==> src/hw/tsm_pkg.sv <==
// Constants and carrier types for the timeslot switch map block.
// Assumes a 32-bit Avalon-MM slave with byte addresses and a 10 MHz system clock.
package tsm_pkg;

  ////////////////////////////////////////////////////////////////////////////////
  // Bus geometry
  localparam int          ADDR_W        = 9;
  localparam int          DATA_W        = 32;
  localparam int          BE_W          = 4;

  // Register byte offsets
  localparam logic [8:0]  OFF_TX_HOLD_A = 9'h1c0;
  localparam logic [8:0]  OFF_TX_HOLD_B = 9'h1c4;
  localparam logic [8:0]  OFF_RX_HOLD_A = 9'h1c8;
  localparam logic [8:0]  OFF_RX_HOLD_B = 9'h1cc;
  localparam logic [8:0]  OFF_STATUS    = 9'h1d4;
  localparam logic [8:0]  OFF_CTRL      = 9'h1d8;
  localparam logic [8:0]  OFF_LANE_EN   = 9'h1dc;
  localparam logic [8:0]  OFF_RX_MAP_A  = 9'h1e0;
  localparam logic [8:0]  OFF_RX_MAP_B  = 9'h1e4;
  localparam logic [8:0]  OFF_TX_MAP_A  = 9'h1e8;
  localparam logic [8:0]  OFF_TX_MAP_B  = 9'h1ec;

  ////////////////////////////////////////////////////////////////////////////////
  // Field layout
  localparam int          LANES         = 8;   // A0..A3 then B0..B3
  localparam int          LANES_PER_REG = 4;
  localparam int          TX_EN_LSB     = 24;
  localparam int          RX_EN_LSB     = 16;
  localparam int          SEL_W         = 5;
  localparam int          BYTE_W        = 8;
  localparam int          SLOT_W        = 7;
  localparam int          BIT_W         = 3;
  localparam int          CNT_W         = 5;
  localparam int          STAT_BIT_LSB  = 0;
  localparam int          STAT_SLOT_LSB = 8;

  localparam logic [BIT_W-1:0]  BIT_FIRST = 3'h0;
  localparam logic [BIT_W-1:0]  BIT_LAST  = 3'h7;
  localparam logic [SLOT_W-1:0] SLOT_ONE  = 7'h01;
  localparam logic [SLOT_W-1:0] SLOT_ZERO = 7'h00;
  localparam logic [SLOT_W-1:0] SLOT_MAX  = 7'h7f;

  // Reset values
  localparam logic [15:0]       LANE_EN_RST = 16'h0000;
  localparam logic [CNT_W-1:0]  CNT_RST     = 5'h00;
  localparam logic [BYTE_W-1:0] BYTE_RST    = 8'h00;
  localparam logic [DATA_W-1:0] WORD_ZERO   = 32'h0000_0000;

  ////////////////////////////////////////////////////////////////////////////////
  // Carriers
  typedef struct packed {
    logic [LANES_PER_REG-1:0][SEL_W-1:0] sel;   // Byte 3..0 timeslot pointers
  } tsm_slot_map_t;

  typedef struct packed {
    logic [LANES-1:0] tx;                       // Transmit lane enables
    logic [LANES-1:0] rx;                       // Receive lane enables
  } tsm_lane_en_t;

  localparam tsm_slot_map_t MAP_RST = '0;

endpackage : tsm_pkg

==> src/hw/tsm_switch_map.sv <==
// Timeslot switch map for a TDM serial highway, with Avalon-MM register access.
// Assumes link clock, frame sync and receive data arrive unsynchronised on pins.
`timescale 1ns/100ps
module tsm_switch_map
  import tsm_pkg::*;
(
  input  wire logic              clk,               // System clock, 10 MHz
  input  wire logic              sys_rst,           // Synchronous reset, active high
  input  wire logic [ADDR_W-1:0] avs_address,       // Byte address
  input  wire logic              avs_read,          // Read request
  input  wire logic              avs_write,         // Write request
  input  wire logic [DATA_W-1:0] avs_writedata,     // Write data
  input  wire logic [BE_W-1:0]   avs_byteenable,    // Write byte lanes
  output logic      [DATA_W-1:0] avs_readdata,      // Read data
  output logic                   avs_waitrequest,   // Stall, low for one cycle to answer
  input  wire logic              tdm_clk,           // Highway bit clock pin
  input  wire logic              tdm_fs,            // Frame sync pin, active high
  input  wire logic              tdm_din,           // Serial receive data pin
  output logic                   tdm_dout,          // Serial transmit data
  output logic                   tdm_dout_oe        // Transmit drive enable
);

  ////////////////////////////////////////////////////////////////////////////////
  // State
  logic                          wait_reg;
  logic [DATA_W-1:0]             rdata_reg;
  tsm_lane_en_t                  lane_en_reg;
  logic [15:0]                   lane_low_reg;
  tsm_slot_map_t                 rx_map_a_reg;
  tsm_slot_map_t                 rx_map_b_reg;
  tsm_slot_map_t                 tx_map_a_reg;
  tsm_slot_map_t                 tx_map_b_reg;
  logic [CNT_W-1:0]              slots_per_half_frame_m1;
  logic [LANES-1:0][BYTE_W-1:0]  tx_hold_reg;
  logic [LANES-1:0][BYTE_W-1:0]  rx_hold_reg;
  logic [BYTE_W-2:0]             shift_reg;
  logic [BIT_W-1:0]              bit_reg;
  logic [SLOT_W-1:0]             slot_reg;
  logic                          dout_reg;
  logic                          oe_reg;

  ////////////////////////////////////////////////////////////////////////////////
  // Pin synchronisers
  logic link_rise;
  logic link_fall;
  logic fs_lvl;
  logic din_lvl;

  tsm_sync3 u_sync_clk (.clk(clk), .sys_rst(sys_rst), .async_in(tdm_clk),
                        .lvl(), .rise(link_rise), .fall(link_fall));
  tsm_sync3 u_sync_fs  (.clk(clk), .sys_rst(sys_rst), .async_in(tdm_fs),
                        .lvl(fs_lvl), .rise(), .fall());
  tsm_sync3 u_sync_din (.clk(clk), .sys_rst(sys_rst), .async_in(tdm_din),
                        .lvl(din_lvl), .rise(), .fall());

  ////////////////////////////////////////////////////////////////////////////////
  // Bus decode
  wire bus_req    = avs_read | avs_write;
  wire accept     = bus_req & ~wait_reg;
  // A write lands only at the edge where the master samples waitrequest low
  wire wr_go      = accept & avs_write;
  wire wr_lane_en = wr_go & (avs_address == OFF_LANE_EN);
  wire wr_rx_a    = wr_go & (avs_address == OFF_RX_MAP_A);
  wire wr_rx_b    = wr_go & (avs_address == OFF_RX_MAP_B);
  wire wr_tx_a    = wr_go & (avs_address == OFF_TX_MAP_A);
  wire wr_tx_b    = wr_go & (avs_address == OFF_TX_MAP_B);
  wire wr_ctrl    = wr_go & (avs_address == OFF_CTRL);
  wire wr_hold_a  = wr_go & (avs_address == OFF_TX_HOLD_A);
  wire wr_hold_b  = wr_go & (avs_address == OFF_TX_HOLD_B);

  // Merge a pointer word into a map under byte enables
  function automatic tsm_slot_map_t map_merge(input tsm_slot_map_t old_map,
                                              input logic [DATA_W-1:0] wd,
                                              input logic [BE_W-1:0] be);
    tsm_slot_map_t m;
    m = old_map;
    for (int k = 0; k < LANES_PER_REG; k++) begin
      if (be[k]) begin
        m.sel[k] = wd[k*BYTE_W +: SEL_W];
      end
    end
    return m;
  endfunction : map_merge

  // Merge a full word under byte enables
  function automatic logic [DATA_W-1:0] word_merge(input logic [DATA_W-1:0] old_w,
                                                   input logic [DATA_W-1:0] wd,
                                                   input logic [BE_W-1:0] be);
    logic [DATA_W-1:0] w;
    w = old_w;
    for (int k = 0; k < BE_W; k++) begin
      if (be[k]) begin
        w[k*BYTE_W +: BYTE_W] = wd[k*BYTE_W +: BYTE_W];
      end
    end
    return w;
  endfunction : word_merge

  ////////////////////////////////////////////////////////////////////////////////
  // Read mux; write-only and unmapped addresses read zero
  wire [DATA_W-1:0] lane_en_word = {lane_en_reg.tx, lane_en_reg.rx, lane_low_reg};
  wire [DATA_W-1:0] status_word  = (DATA_W'(slot_reg) << STAT_SLOT_LSB) |
                                   (DATA_W'(bit_reg) << STAT_BIT_LSB);
  wire [DATA_W-1:0] ctrl_word    = DATA_W'(slots_per_half_frame_m1);
  wire [DATA_W-1:0] rx_a_word    = rx_hold_reg[LANES_PER_REG-1:0];
  wire [DATA_W-1:0] rx_b_word    = rx_hold_reg[LANES-1:LANES_PER_REG];
  wire [DATA_W-1:0] tx_a_word    = tx_hold_reg[LANES_PER_REG-1:0];
  wire [DATA_W-1:0] tx_b_word    = tx_hold_reg[LANES-1:LANES_PER_REG];
  wire [DATA_W-1:0] rd_mux       = (avs_address == OFF_LANE_EN)   ? lane_en_word :
                                   (avs_address == OFF_STATUS)    ? status_word  :
                                   (avs_address == OFF_CTRL)      ? ctrl_word    :
                                   (avs_address == OFF_RX_HOLD_A) ? rx_a_word    :
                                   (avs_address == OFF_RX_HOLD_B) ? rx_b_word    : WORD_ZERO;

  // Handshake: waitrequest drops for one cycle after a request appears
  // Read data is loaded with the request, so it stands while waitrequest is low
  always_ff @(posedge clk) begin
    if (sys_rst) begin
      wait_reg  <= 1'b1;
      rdata_reg <= WORD_ZERO;
    end else begin
      wait_reg <= ~(bus_req & wait_reg);
      if (avs_read & wait_reg) begin
        rdata_reg <= rd_mux;
      end
    end
  end

  // Configuration registers
  always_ff @(posedge clk) begin
    if (sys_rst) begin
      {lane_en_reg, lane_low_reg} <= {LANE_EN_RST, LANE_EN_RST};
      rx_map_a_reg                <= MAP_RST;
      rx_map_b_reg                <= MAP_RST;
      tx_map_a_reg                <= MAP_RST;
      tx_map_b_reg                <= MAP_RST;
      slots_per_half_frame_m1     <= CNT_RST;
    end else begin
      if (wr_lane_en) begin
        {lane_en_reg, lane_low_reg} <= word_merge(lane_en_word, avs_writedata, avs_byteenable);
      end
      if (wr_rx_a) rx_map_a_reg <= map_merge(rx_map_a_reg, avs_writedata, avs_byteenable);
      if (wr_rx_b) rx_map_b_reg <= map_merge(rx_map_b_reg, avs_writedata, avs_byteenable);
      if (wr_tx_a) tx_map_a_reg <= map_merge(tx_map_a_reg, avs_writedata, avs_byteenable);
      if (wr_tx_b) tx_map_b_reg <= map_merge(tx_map_b_reg, avs_writedata, avs_byteenable);
      if (wr_ctrl & avs_byteenable[0]) begin
        slots_per_half_frame_m1 <= avs_writedata[CNT_W-1:0];
      end
    end
  end

  // Transmit holding bytes
  always_ff @(posedge clk) begin
    if (sys_rst) begin
      tx_hold_reg <= '0;
    end else begin
      if (wr_hold_a) tx_hold_reg[LANES_PER_REG-1:0] <= word_merge(tx_a_word, avs_writedata, avs_byteenable);
      if (wr_hold_b) tx_hold_reg[LANES-1:LANES_PER_REG] <= word_merge(tx_b_word, avs_writedata, avs_byteenable);
    end
  end

  ////////////////////////////////////////////////////////////////////////////////
  // Slot position at the sampling edge; frame sync restarts slot 0 bit 0
  wire [BIT_W-1:0]  cur_bit   = fs_lvl ? BIT_FIRST : bit_reg;
  wire [SLOT_W-1:0] cur_slot  = fs_lvl ? SLOT_ZERO : slot_reg;
  wire              capture   = link_rise & (cur_bit == BIT_LAST);
  wire [BYTE_W-1:0] rx_byte   = {shift_reg, din_lvl};
  // B targets wrap modulo 128; software keeps B pointers inside the B range
  wire [SLOT_W-1:0] b_base    = SLOT_W'(slots_per_half_frame_m1) + SLOT_ONE;
  wire [SLOT_W-1:0] slot_step = (cur_slot == SLOT_MAX) ? cur_slot : cur_slot + SLOT_ONE;

  logic [LANES-1:0][SLOT_W-1:0] rx_target;
  logic [LANES-1:0][SLOT_W-1:0] tx_target;
  logic [LANES-1:0]             rx_hit;
  logic [LANES-1:0]             tx_hit;

  // Per-lane slot targets and hits
  for (genvar g = 0; g < LANES; g++) begin : g_lane
    if (g < LANES_PER_REG) begin : g_a
      assign rx_target[g] = SLOT_W'(rx_map_a_reg.sel[g]);
      assign tx_target[g] = SLOT_W'(tx_map_a_reg.sel[g]);
    end else begin : g_b
      assign rx_target[g] = SLOT_W'(rx_map_b_reg.sel[g-LANES_PER_REG]) + b_base;
      assign tx_target[g] = SLOT_W'(tx_map_b_reg.sel[g-LANES_PER_REG]) + b_base;
    end
    assign rx_hit[g] = lane_en_reg.rx[g] & (cur_slot == rx_target[g]);
    assign tx_hit[g] = lane_en_reg.tx[g] & (slot_reg == tx_target[g]);
  end

  // Transmit byte select; lowest lane wins if two pointers collide
  // Disabled lanes never win, so an all-off map leaves the line undriven
  logic [BYTE_W-1:0] tx_byte;
  logic              tx_any;
  always_comb begin
    tx_byte = BYTE_RST;
    tx_any  = 1'b0;
    for (int i = LANES - 1; i >= 0; i--) begin
      if (tx_hit[i]) begin
        tx_byte = tx_hold_reg[i];
        tx_any  = 1'b1;
      end
    end
  end

  // Receive shifter, bit and slot counters on the link rising edge
  // Without frame sync the slot counter saturates instead of wrapping
  always_ff @(posedge clk) begin
    if (sys_rst) begin
      shift_reg <= '0;
      bit_reg   <= BIT_FIRST;
      slot_reg  <= SLOT_MAX;
    end else if (link_rise) begin
      shift_reg <= rx_byte[BYTE_W-2:0];
      bit_reg   <= cur_bit + 3'h1;
      if (cur_bit == BIT_LAST) begin
        slot_reg <= slot_step;
      end else begin
        slot_reg <= cur_slot;
      end
    end
  end

  // Captured bytes land only in enabled, matching lanes
  always_ff @(posedge clk) begin
    if (sys_rst) begin
      rx_hold_reg <= '0;
    end else begin
      for (int i = 0; i < LANES; i++) begin
        if (capture & rx_hit[i]) rx_hold_reg[i] <= rx_byte;
      end
    end
  end

  // Transmit bit driven MSB first on the link falling edge
  always_ff @(posedge clk) begin
    if (sys_rst) begin
      dout_reg <= 1'b0;
      oe_reg   <= 1'b0;
    end else if (link_fall) begin
      dout_reg <= tx_any & tx_byte[BIT_LAST - bit_reg];
      oe_reg   <= tx_any;
    end
  end

  assign avs_waitrequest = wait_reg;
  assign avs_readdata    = rdata_reg;
  assign tdm_dout        = dout_reg;
  assign tdm_dout_oe     = oe_reg;
endmodule : tsm_switch_map

==> src/hw/tsm_sync3.sv <==
// Three-stage synchroniser with agreement filter and edge pulses.
// Assumes clk is the system clock; async_in is any level from outside its domain.
`timescale 1ns/100ps
module tsm_sync3 (
  input  wire logic clk,       // System clock
  input  wire logic sys_rst,   // Synchronous reset, active high
  input  wire logic async_in,  // Level from another domain
  output logic      lvl,       // Filtered level
  output logic      rise,      // One-cycle pulse on accepted rise
  output logic      fall       // One-cycle pulse on accepted fall
);

  logic s1_reg;
  logic s2_reg;
  logic s3_reg;
  logic lvl_reg;

  // Stage chain; the first stage feeds only the second
  always_ff @(posedge clk) begin
    if (sys_rst) begin
      s1_reg  <= 1'b0;
      s2_reg  <= 1'b0;
      s3_reg  <= 1'b0;
      lvl_reg <= 1'b0;
    end else begin
      s1_reg <= async_in;
      s2_reg <= s1_reg;
      s3_reg <= s2_reg;
      if (s2_reg == s3_reg) begin
        lvl_reg <= s3_reg;
      end
    end
  end

  // A change counts once stages two and three agree
  assign lvl  = lvl_reg;
  assign rise = (s2_reg == s3_reg) & s3_reg & ~lvl_reg;
  assign fall = (s2_reg == s3_reg) & ~s3_reg & lvl_reg;

endmodule : tsm_sync3

==> config.mk <==
export PLATFORM = sky130hd
export DESIGN_NAME = tsm_switch_map
export DESIGN_NICKNAME = d
export VERILOG_FILES = /design/src/hw/tsm_pkg.sv /design/src/hw/tsm_switch_map.sv /design/src/hw/tsm_sync3.sv
export SDC_FILE = /design/constraint.sdc
export NUM_CORES = 1
export LEC_CHECK = 0
export ABC_AREA = 1
export ABC_CLOCK_PERIOD_IN_PS = 5700
export BUFFER_PORTS_ARGS = -buffer_cell sky130_fd_sc_hd__clkbuf_2
export CORE_MARGIN = 2
export CORE_UTILIZATION = 65
export CTS_CLUSTER_DIAMETER = 100
export DETAILED_ROUTE_END_ITERATION = 6
export GPL_TIMING_DRIVEN = 0
export PLACE_DENSITY = 0.93
export SYNTH_ARGS = -nofsm -noshare
export SYNTH_HDL_FRONTEND = slang
export SYNTH_SLANG_ARGS = --single-unit
==> constraint.sdc <==
create_clock -name clk -period 5.7 [get_ports clk]
set_clock_uncertainty 0.1 [all_clocks]
set_input_delay 0.57 -clock clk [delete_from_list [all_inputs] [get_ports clk]]
set_output_delay 0.57 -clock clk [all_outputs]
set_load 0.01 [all_outputs]
### After elaboration in Yosys (flattened, before gate mapping)

Index checks and enable logic that the tools add are counted.

| operators by class | value |
|---|---|
| $add $sub $neg | 12 |
| magnitude comparators | 1 |
| eq/ne operators | 32 |
| muxes and demuxes | 27 |
| bitwise gates (word level) | 49 |
| reduce and logical (&&, ||, !) cells | 28 |

Operators by type and width:

| cell | number |
|---|---|
| two-way mux 32 bit | 5 |
| == test 9 bit (second input constant) | 11 |
| two-way mux 8 bit | 8 |
| adder 5 x 6 -> 7 bit | 8 |
| == test 7 x 5 -> 1 bit | 8 |
| == test 7 bit | 8 |
| AND reduction 2 bit | 28 |
| bitwise AND 1 bit | 43 |
| two-way mux 7 bit | 3 |
| OR 15 x 3 -> 15 bit | 1 |
| two-way mux 1 bit | 9 |
| adder 7 x 1 -> 7 bit (second input constant) | 1 |
| == test 7 bit (second input constant) | 1 |
| adder 5 x 1 -> 6 bit (second input constant) | 1 |
| less-than comparator 3 x 4 -> 1 bit (second input constant) | 1 |
| inverter 1 bit | 4 |
| adder 3 x 1 -> 3 bit (second input constant) | 1 |
| binary-select mux 1 bit (select 3 bit) | 1 |
| == test 1 bit | 3 |
| == test 3 bit (second input constant) | 1 |
| two-way mux 3 bit | 1 |
| subtractor 3 bit (first input constant) | 1 |
| OR 1 bit | 1 |

| storage, ports and cells | value |
|---|---|
| flip-flop bits (word level) | 309 |
| input port bits | 52 |
| output and inout port bits | 35 |
| logic and storage cells | 205 |

### Depth between registers and ports, before layout

Gate-level depths: netlist (run 1).

| logic depth | value |
|---|---|
| depth in word-level cells | 15 |
| gate-level depth with buffers | 27 |
| depth with buffers taken out | 27 |

### By module

Synthesis (run 1) repeated with hierarchy kept, for this count alone.

| second synthesis, totals | value |
|---|---|
| cell total of the unflattened synthesis | 2133 |
| area total of the unflattened synthesis | 15865.2 um2 |

Modules (own cells, without submodules):

| module | instances | cells each | area an instance (um2) | sequential area each (um2) |
|---|---|---|---|---|
| tsm_switch_map | 1 | 2064 | 15351.0 | 5945.7 |
| tsm_sync3 | 3 | 23 | 171.4 | 80.1 |

### Worst setup path before layout (run 1)

No wires, ideal clock.

| timing path | value |
|---|---|
| path kind | register to register |
| start | register slots_per_half_frame_m1[1] |
| end | register dout_reg, in the netlist tdm_dout |
| library setup time | 0.132 ns |
| arrival | 2.982 ns |
| data required time | 5.468 ns |
| slack | 2.485 ns |
| cell stages (with the launch flop) | 25 |
| path buffers | 1 |
| clock period less this slack | 3.215 ns |
| cell sequence | dfxtp_1 > ha_1 > xor2_1 > ha_1 > a21oi_1 > nand2_1 > nand2_1 > nand2_1 > nand2_1 > nand3_1 > nor2_1 > nand3_2 > buf_2 > o21ai_1 > inv_1 > nand2_1 > nand2_1 > nand2_1 > nand2_1 > nand2_1 > nand3_1 > nand2_1 > nand2_1 > nand3_1 > a21oi_1 |

| on the way | value |
|---|---|
| word-level cells in the longest chain between the ends | 15 |
| elaborated cells between the ends (all ways) | 32 |
| classes of those cells | 5 x add/sub; 4 x eq/ne; 18 x mux; 5 x bitwise |

Ends and longest elaborated chain:

| element | line | RTL |
|---|---|---|
| from (decl) | tsm_switch_map.sv:33 | `logic [CNT_W-1:0] slots_per_half_frame_m1;` |
| from (signal assigned) | tsm_switch_map.sv:147 | `slots_per_half_frame_m1 <= avs_writedata[CNT_W-1:0];` |
| adder 5 x 1 -> 6 bit (*) | tsm_switch_map.sv:169 | `wire [SLOT_W-1:0] b_base = SLOT_W'(slots_per_half_frame_m1) + SLOT_ONE;` |
| adder 5 x 6 -> 7 bit | tsm_switch_map.sv:184 | `assign tx_target[g] = SLOT_W'(tx_map_b_reg.sel[g-LANES_PER_REG]) + b_base;` |
| == test 7 bit | tsm_switch_map.sv:187 | `assign tx_hit[g] = lane_en_reg.tx[g] & (slot_reg == tx_target[g]);` |
| bitwise AND 1 bit | tsm_switch_map.sv:187 |  |
| two-way mux 8 bit (8 in a row) | tsm_switch_map.sv:198 | `if (tx_hit[i]) begin` |
| binary-select mux 1 bit (select 3 bit) | tsm_switch_map.sv:240 | `dout_reg <= tx_any & tx_byte[BIT_LAST - bit_reg];` |
| two-way mux 1 bit (not written as such) | tsm_switch_map.sv:240 |  |
| bitwise AND 1 bit (*) | tsm_switch_map.sv:240 |  |
| to (signal assigned) | tsm_switch_map.sv:240 |  |
| to (decl) | tsm_switch_map.sv:39 | `logic dout_reg;` |

Mark *: on every way between the ends. The rest lies on a longest branch, timed or not. The select of a mux whose other input is x is not followed.
A chain may end at the register's enable or synchronous reset.

### Worst setup path in the final report (run 1)

Ends and elaborated chain as after synthesis.

==> results of run 1 <==
==> worst reg2reg max path: stages (launching register included) <==
cell,delay [ps]
dfxtp_1,450
ha_1,230
xor2_1,1090
ha_1,490
a21oi_1,270
o21ai_0,130
a21oi_1,240
xor2_2,200
nand3_2,280
buf_6,250
o21ai_1,130
inv_1,60
nand2_1,60
nand2_1,70
nand2_1,70
nand2_1,40
nand3_1,60
nand2_1,100
nand2_1,100
nand3_1,90
a21oi_1,130
==> worst max-delay path by stage <==
stage	start	endpoint
detailed placement	slots_per_half_frame_m1[1]	tdm_dout
global route	slots_per_half_frame_m1[1]	tdm_dout
floorplan	slots_per_half_frame_m1[1]	tdm_dout
CTS	slots_per_half_frame_m1[1]	tdm_dout
finish	slots_per_half_frame_m1[1]	tdm_dout
global placement	slots_per_half_frame_m1[1]	tdm_dout
==> through the flow <==
stage,power [uW],util (%),hold WS [ps],instances
6_report,4470,73.8,100,2516
5_1_grt,4550,73.8,117,2516
4_1_cts,4450,73.8,93.5,2516
3_5_place_dp,2440,69.4,296,2459
3_3_place_gp,2440,69.4,293,2459
2_1_floorplan,2330,-,288,2058
==> metal layers <==
| layer | routed length, um | track usage (%) | up-vias |
|---|---|---|---|
| li1 | - | - | 7244 |
| met1 | 18700 | 49.7 | 7329 |
| met2 | 23100 | 65.1 | 1230 |
| met3 | 7180 | 12.0 | 352 |
| met4 | 4330 | 30.3 | 0 |
| met5 | 0 | 0 | - |
==> layout by cell type (no fill, tap or decap), drive strengths merged, types with 49 or more instances in the layout <==
cell type and n:
dfxtp 309, o21ai 266, inv 251, nand2 241, a21oi 232, clkbuf 202
nor2 196, nand3 133, a211oi 70, xor2 56, ha 49
==> report_power, final <==
| part | internal, uW | switching [uW] |
|---|---|---|
| Clock | 1180 | 875 |
| Sequential | 2180 | 9.97 |
| Combinational | 53.4 | 171 |
==> cell families (layout without fill, tap and decap cells) <==
kind of cell | Yosys count | after routing | share of synthesized area, %
adder cells (fa/ha/maj) | 57 | 57 | 5.01
buffers and inverters | 350 | 489 | 8.95
flip-flops | 309 | 309 | 40.1
AND/OR/NAND/NOR | 618 | 618 | 17.5
XOR/XNOR | 72 | 72 | 4.18
AO/OA/AOI/OAI | 652 | 652 | 24.2
==> final cells by class <==
class	count	area [um^2]
multi-input combinational	1399	7870
sequential	309	6190
fill	1744	6130
inverter	253	957
clock buffer	46	902
buffer	97	424
timing repair buffer	82	410
tap	319	399
clock inverter	11	119
==> results.py, run 1 <==
metrics = {
    "cts": {
        "tritoncts.num_buffers": 31,
        "cts_resized": 0,
        "cts_tree": "yes",
        "cts-root-buf": "clkbuf_16",
        "clk_latency_ps": 560,
        "clk_path_buf_depth": 3,
        "clock-sinks": 309,
        "hold_buffers": 0,
        "cts.clk_slew.worst_paths_ps": 70,
        "htree_levels": 1,
        "post_cts_buffers": 0,
    },
    "setup_path": {
        "cp.required_ps": 6090,
        "cp_data_arrival_time_ps": 5100,
        "cp_max_fo": 10,
        "critical_path_class": "reg2reg",
        "regToRegEndpoint": "tdm_dout",
        "endpoint_kind": "register",
        "rr_worst_depth": 20,
        "critical_path_depth": 20,
        "cpPeakStageDelay_ps": 1090,
        "timing.rr.start": "slots_per_half_frame_m1[1]",
        "rrSetupSlack_ps": 1000,
        "critPathLaunchType": "register",
        "critPathSlowestCell": "xor2_1",
        "crit_buf_inv": 2,
        "path_cells": "ha_1 -> xor2_1 -> ha_1 -> a21oi_1 -> o21ai_0 -> a21oi_1 -> xor2_2 -> nand3_2 -> buf_6 -> o21ai_1 -> inv_1 -> nand2_1 -> nand2_1 -> nand2_1 -> nand2_1 -> nand3_1 -> nand2_1 -> nand2_1 -> nand3_1 -> a21oi_1",
        "path_common_cell": "nand2_1",
        "path_delay_family": "XOR/XNOR gates",
    },
    "synth": {
        "synth-async-reset-ratio_pct": 0,
        "yosys_warnings": 0,
        "syn-num-nets": 2167,
        "synth.distinct_cells": 50,
        "synth_area_mm2": 0.0154,
        "synth_flop_cell": "dfxtp_1",
        "seq_area_frac_synth_pct": 40.1,
        "synth-edff-count": 0,
        "yosysTopAreaCell": "dfxtp_1",
        "yosys.area.top_type_share_pct": 40.1,
        "synth.most_common_cell": "dfxtp_1",
        "synth_area_per_cell_um2": 7.50,
        "synth_common_cells": "dfxtp_1 (309), o21ai_0 (257), inv_1 (242)",
        "synth.area.top_cells": "dfxtp_1 (40%), o21ai_0 (8.3%), a21oi_1 (7.5%)",
        "ys_seq_elements": 309,
        "netlist_instances": 2058,
    },
    "min_path": {
        "hold-path-endpoint": "u_sync_clk.s1_reg",
        "hold_path_depth": 3,
        "hold_class": "in2reg",
        "min_from": "tdm_clk",
    },
    "sta": {
        "rsz0062_at_grt": "no",
        "fin_ws_ps": 999,
        "worst-slew-pin-transition_ps": 1410,
        "drv_slew": 0,
        "max_freq_mhz": 213,
        "post-route-period-util_pct": 82.5,
        "finalSetupTns_ps": 0,
        "setup_viol": 0,
        "hold_viol_final": 0,
        "maxSlewHeadroom_pct": 5.41,
        "post-route-min-period_ps": 4700,
    },
    "job": {
        "max-cap-violations": 0,
    },
    "global_route": {
        "grt_use_total_pct": 41.9,
        "grt_pass1_vias": 14999,
        "antenna_found_initial": 0,
        "grt_first_pass_wirelength_um": 80500,
        "grt_max_degree": 15,
        "grt_overflow": 0,
    },
    "place": {
        "io_buffers": 82,
        "place_area_mm2": 0.0162,
        "gp_congestion": 1.05,
        "hpwl_um": 38600,
        "place_ws_ps": 1250,
    },
    "outcome": {
        "outcome": "finished with violations",
        "violations": "DRC",
    },
    "power_and_ir_drop": {
        "vdd.ir_drop.worst_v": 0.000269,
        "p_per_area_mw_per_mm2": 259,
        "leakagePower_uw": 0.00691,
    },
    "routing": {
        "drt-pass1-iter-count": 7,
        "antenna_left": 0,
        "via_per_inst": 6.42,
        "drt-wirelength-per-cell_um": 21.2,
        "drc": 8,
        "wl_um": 53300,
        "first_iter_violations": 2145,
        "via_count": 16155,
    },
    "floorplan": {
        "fp.coreArea_mm2": 0.0234,
        "io_pins": 87,
        "die_h_um": 158,
        "num_rows": 56,
        "die_w_um": 158,
        "initial_core_util_pct": 65.9,
        "die_area_mm2": 0.0250,
    },
    "finish": {
        "stdcell_area_mm2": 0.0173,
        "area_delta_synth_final_pct": 11.9,
        "drive_above_1_share_pct": 8.83,
        "fin_nets": 2282,
        "antenna_cells": 0,
    },
}
Note: power is estimated with default switching activity, not from simulation.
==> inputs of run 2 (changes only) <==
--- a/config.mk
+++ b/config.mk
@@ -6,14 +6,14 @@
 export NUM_CORES = 1
 export LEC_CHECK = 0
 export ABC_AREA = 1
-export ABC_CLOCK_PERIOD_IN_PS = 5700
+export ABC_CLOCK_PERIOD_IN_PS = 4100
 export BUFFER_PORTS_ARGS = -buffer_cell sky130_fd_sc_hd__clkbuf_2
 export CORE_MARGIN = 2
-export CORE_UTILIZATION = 65
+export CORE_UTILIZATION = 56
 export CTS_CLUSTER_DIAMETER = 100
 export DETAILED_ROUTE_END_ITERATION = 6
 export GPL_TIMING_DRIVEN = 0
-export PLACE_DENSITY = 0.93
+export PLACE_DENSITY = 0.86
 export SYNTH_ARGS = -nofsm -noshare
 export SYNTH_HDL_FRONTEND = slang
 export SYNTH_SLANG_ARGS = --single-unit
==> constraint.sdc (replaced) <==
create_clock -name clk -period 4.1 [get_ports clk]
set_clock_uncertainty 0.1 [all_clocks]
set_input_delay 0.41 -clock clk [delete_from_list [all_inputs] [get_ports clk]]
set_output_delay 0.41 -clock clk [all_outputs]
set_load 0.01 [all_outputs]
==> run 2 against run 1 <==
The run still ends with DRC left. Maximum frequency grew 21%. Wire length about the same. First-iteration DRC count increased by 5.0%. Sequential cell count stayed put. Via count shrank 1.1%. Cell count rose by 1.4%. Combinational power increased by 42%. Sequential power rose by 39%. Count of clock-buffer cells in the layout fell by 8. Highest routed layer unchanged.
==> results.py, run 2 (synthesis gave the netlist of run 1 again) <==
metrics = {
    "outcome": {
        "outcome": "finished with violations",
        "violations": "DRC",
    },
    "setup_path": {
        "critPathLaunchType": "register",
        "endpoint_kind": "register",
        "cp_data_arrival_time_ps": 4290,
        "critical_path_class": "reg2reg",
        "cp.required_ps": 4500,
        "cp_max_fo": 10,
    },
    "routing": {
        "drt-pass1-iter-count": 7,
        "wl_um": 53400,
        "drc": 9,
        "via_per_inst": 6.26,
        "drt-wirelength-per-cell_um": 20.9,
        "via_count": 15973,
        "antenna_left": 0,
        "first_iter_violations": 2253,
    },
    "sta": {
        "maxSlewHeadroom_pct": 32.1,
        "post-route-period-util_pct": 94.7,
        "drv_slew": 0,
        "hold_viol_final": 0,
        "worst-slew-pin-transition_ps": 1010,
        "setup_viol": 0,
        "finalSetupTns_ps": 0,
        "post-route-min-period_ps": 3880,
        "rsz0062_at_grt": "no",
        "max_freq_mhz": 257,
    },
    "floorplan": {
        "fp.coreArea_mm2": 0.0270,
        "die_area_mm2": 0.0289,
        "num_rows": 60,
        "die_h_um": 170,
        "initial_core_util_pct": 57.1,
        "die_w_um": 170,
        "io_pins": 87,
    },
    "cts": {
        "cts.clk_slew.worst_paths_ps": 60,
        "cts_tree": "yes",
        "clk_path_buf_depth": 3,
        "cts-root-buf": "clkbuf_16",
        "tritoncts.num_buffers": 30,
        "htree_levels": 1,
        "clock-sinks": 309,
        "clk_latency_ps": 580,
    },
    "global_route": {
        "grt_overflow": 0,
        "antenna_found_initial": 1,
        "grt_pass1_vias": 14867,
        "grt_first_pass_wirelength_um": 80200,
        "grt_max_degree": 16,
        "grt_use_total_pct": 35.9,
    },
    "finish": {
        "fillCellCount": 2200,
        "fin_nets": 2294,
        "mostFrequentLayoutCells": "dfxtp_1 (307), o21ai_0 (257), inv_1 (240), nand2_1 (237), a21oi_1 (232)",
        "area_delta_synth_final_pct": 14.2,
        "layout.cells.non_filler": 2551,
        "mostFrequentLayoutCell": "dfxtp_1",
        "stdcell_area_mm2": 0.0176,
        "drive_above_1_share_pct": 9.74,
    },
    "place": {
        "dp_cells": 2481,
        "gp_congestion": 1.01,
        "hpwl_um": 38400,
        "io_buffers": 82,
        "place_area_mm2": 0.0163,
    },
    "power_and_ir_drop": {
        "finalPower_uw": 6510,
        "p_per_area_mw_per_mm2": 370,
        "leakagePower_uw": 0.00706,
        "vdd.ir_drop.worst_v": 0.000407,
    },
    "min_path": {
        "hold_class": "in2reg",
    },
    "job": {
        "max-cap-violations": 0,
    },
}
## run 2: stage by stage
step                      hold slack (ps)  setup slack [ps]  util (%)
after global routing                 73.2              6.24      65.2
after floorplan                       288               885         -
after detailed placement              293              -365      60.2
after global placement                291              -293      60.2
after CTS                            53.9              6.48      64.6
final                                64.6               216      65.2
## run 2: final timing paths
check                        startpoint           endpoint  slack, ps  depth (start not counted)
max          slots_per_half_frame_m1[1]           tdm_dout        220                         20
min                   avs_writedata[12]    rx_map_a_reg[9]         60                          3
max reg2reg  slots_per_half_frame_m1[1]           tdm_dout        220                         20
min reg2reg           u_sync_din.s1_reg  u_sync_din.s2_reg        300                          2
## run 2: layer usage
metal,up-vias,global-route usage [%],part of all wire (%)
met2,1110,56.6,43
met3,301,9.60,13
met5,-,0,0
met4,0,22.9,7.3
met1,7291,43.5,36
li1,7271,-,-
## run 2: power by group
group	leakage (uW)	switching, uW	internal (uW)	total (uW)
clock	0.000554	1260	1900	3160
sequential	0.00250	13.8	3020	3040
combinational	0.00401	242	77.5	319
total	0.00706	1520	5000	6510
## run 2: timing repair
item / in CTS / in global routing
cloned: 0 / 0
setup endpoints to repair: 19 / 9
buffers inserted: 0 / 8
hold buffers: 5 / 0
pin swaps: 0 / 1
gates resized for setup: 4 / 12
endpoints found under the hold margin: 4 / 0
## run 2: critical path, cell delays in order, from the launching register on
cell	delay [ps]
dfxtp_1	490
ha_4	220
xor2_4	430
ha_1	390
a21oi_1	280
o21ai_0	110
a21oi_1	220
xor2_2	170
nand3_2	270
buf_6	250
o21ai_1	110
inv_1	70
nand2_1	70
nand2_1	40
nand2_1	90
nand2_1	60
nand3_1	80
nand2_1	90
nand2_1	70
nand3_1	80
a21oi_1	120
## run 2: cell type report
cell class,count,area [um^2],area share [%]
buffer,97,424,2.41
multi-input combinational,1399,7940,45.1
tap,341,427,2.42
antenna,2,5.00,0.0284
sequential,309,6190,35.1
timing repair buffer,95,533,3.03
inverter,253,965,5.48
clock buffer,38,841,4.77
clock inverter,17,289,1.64
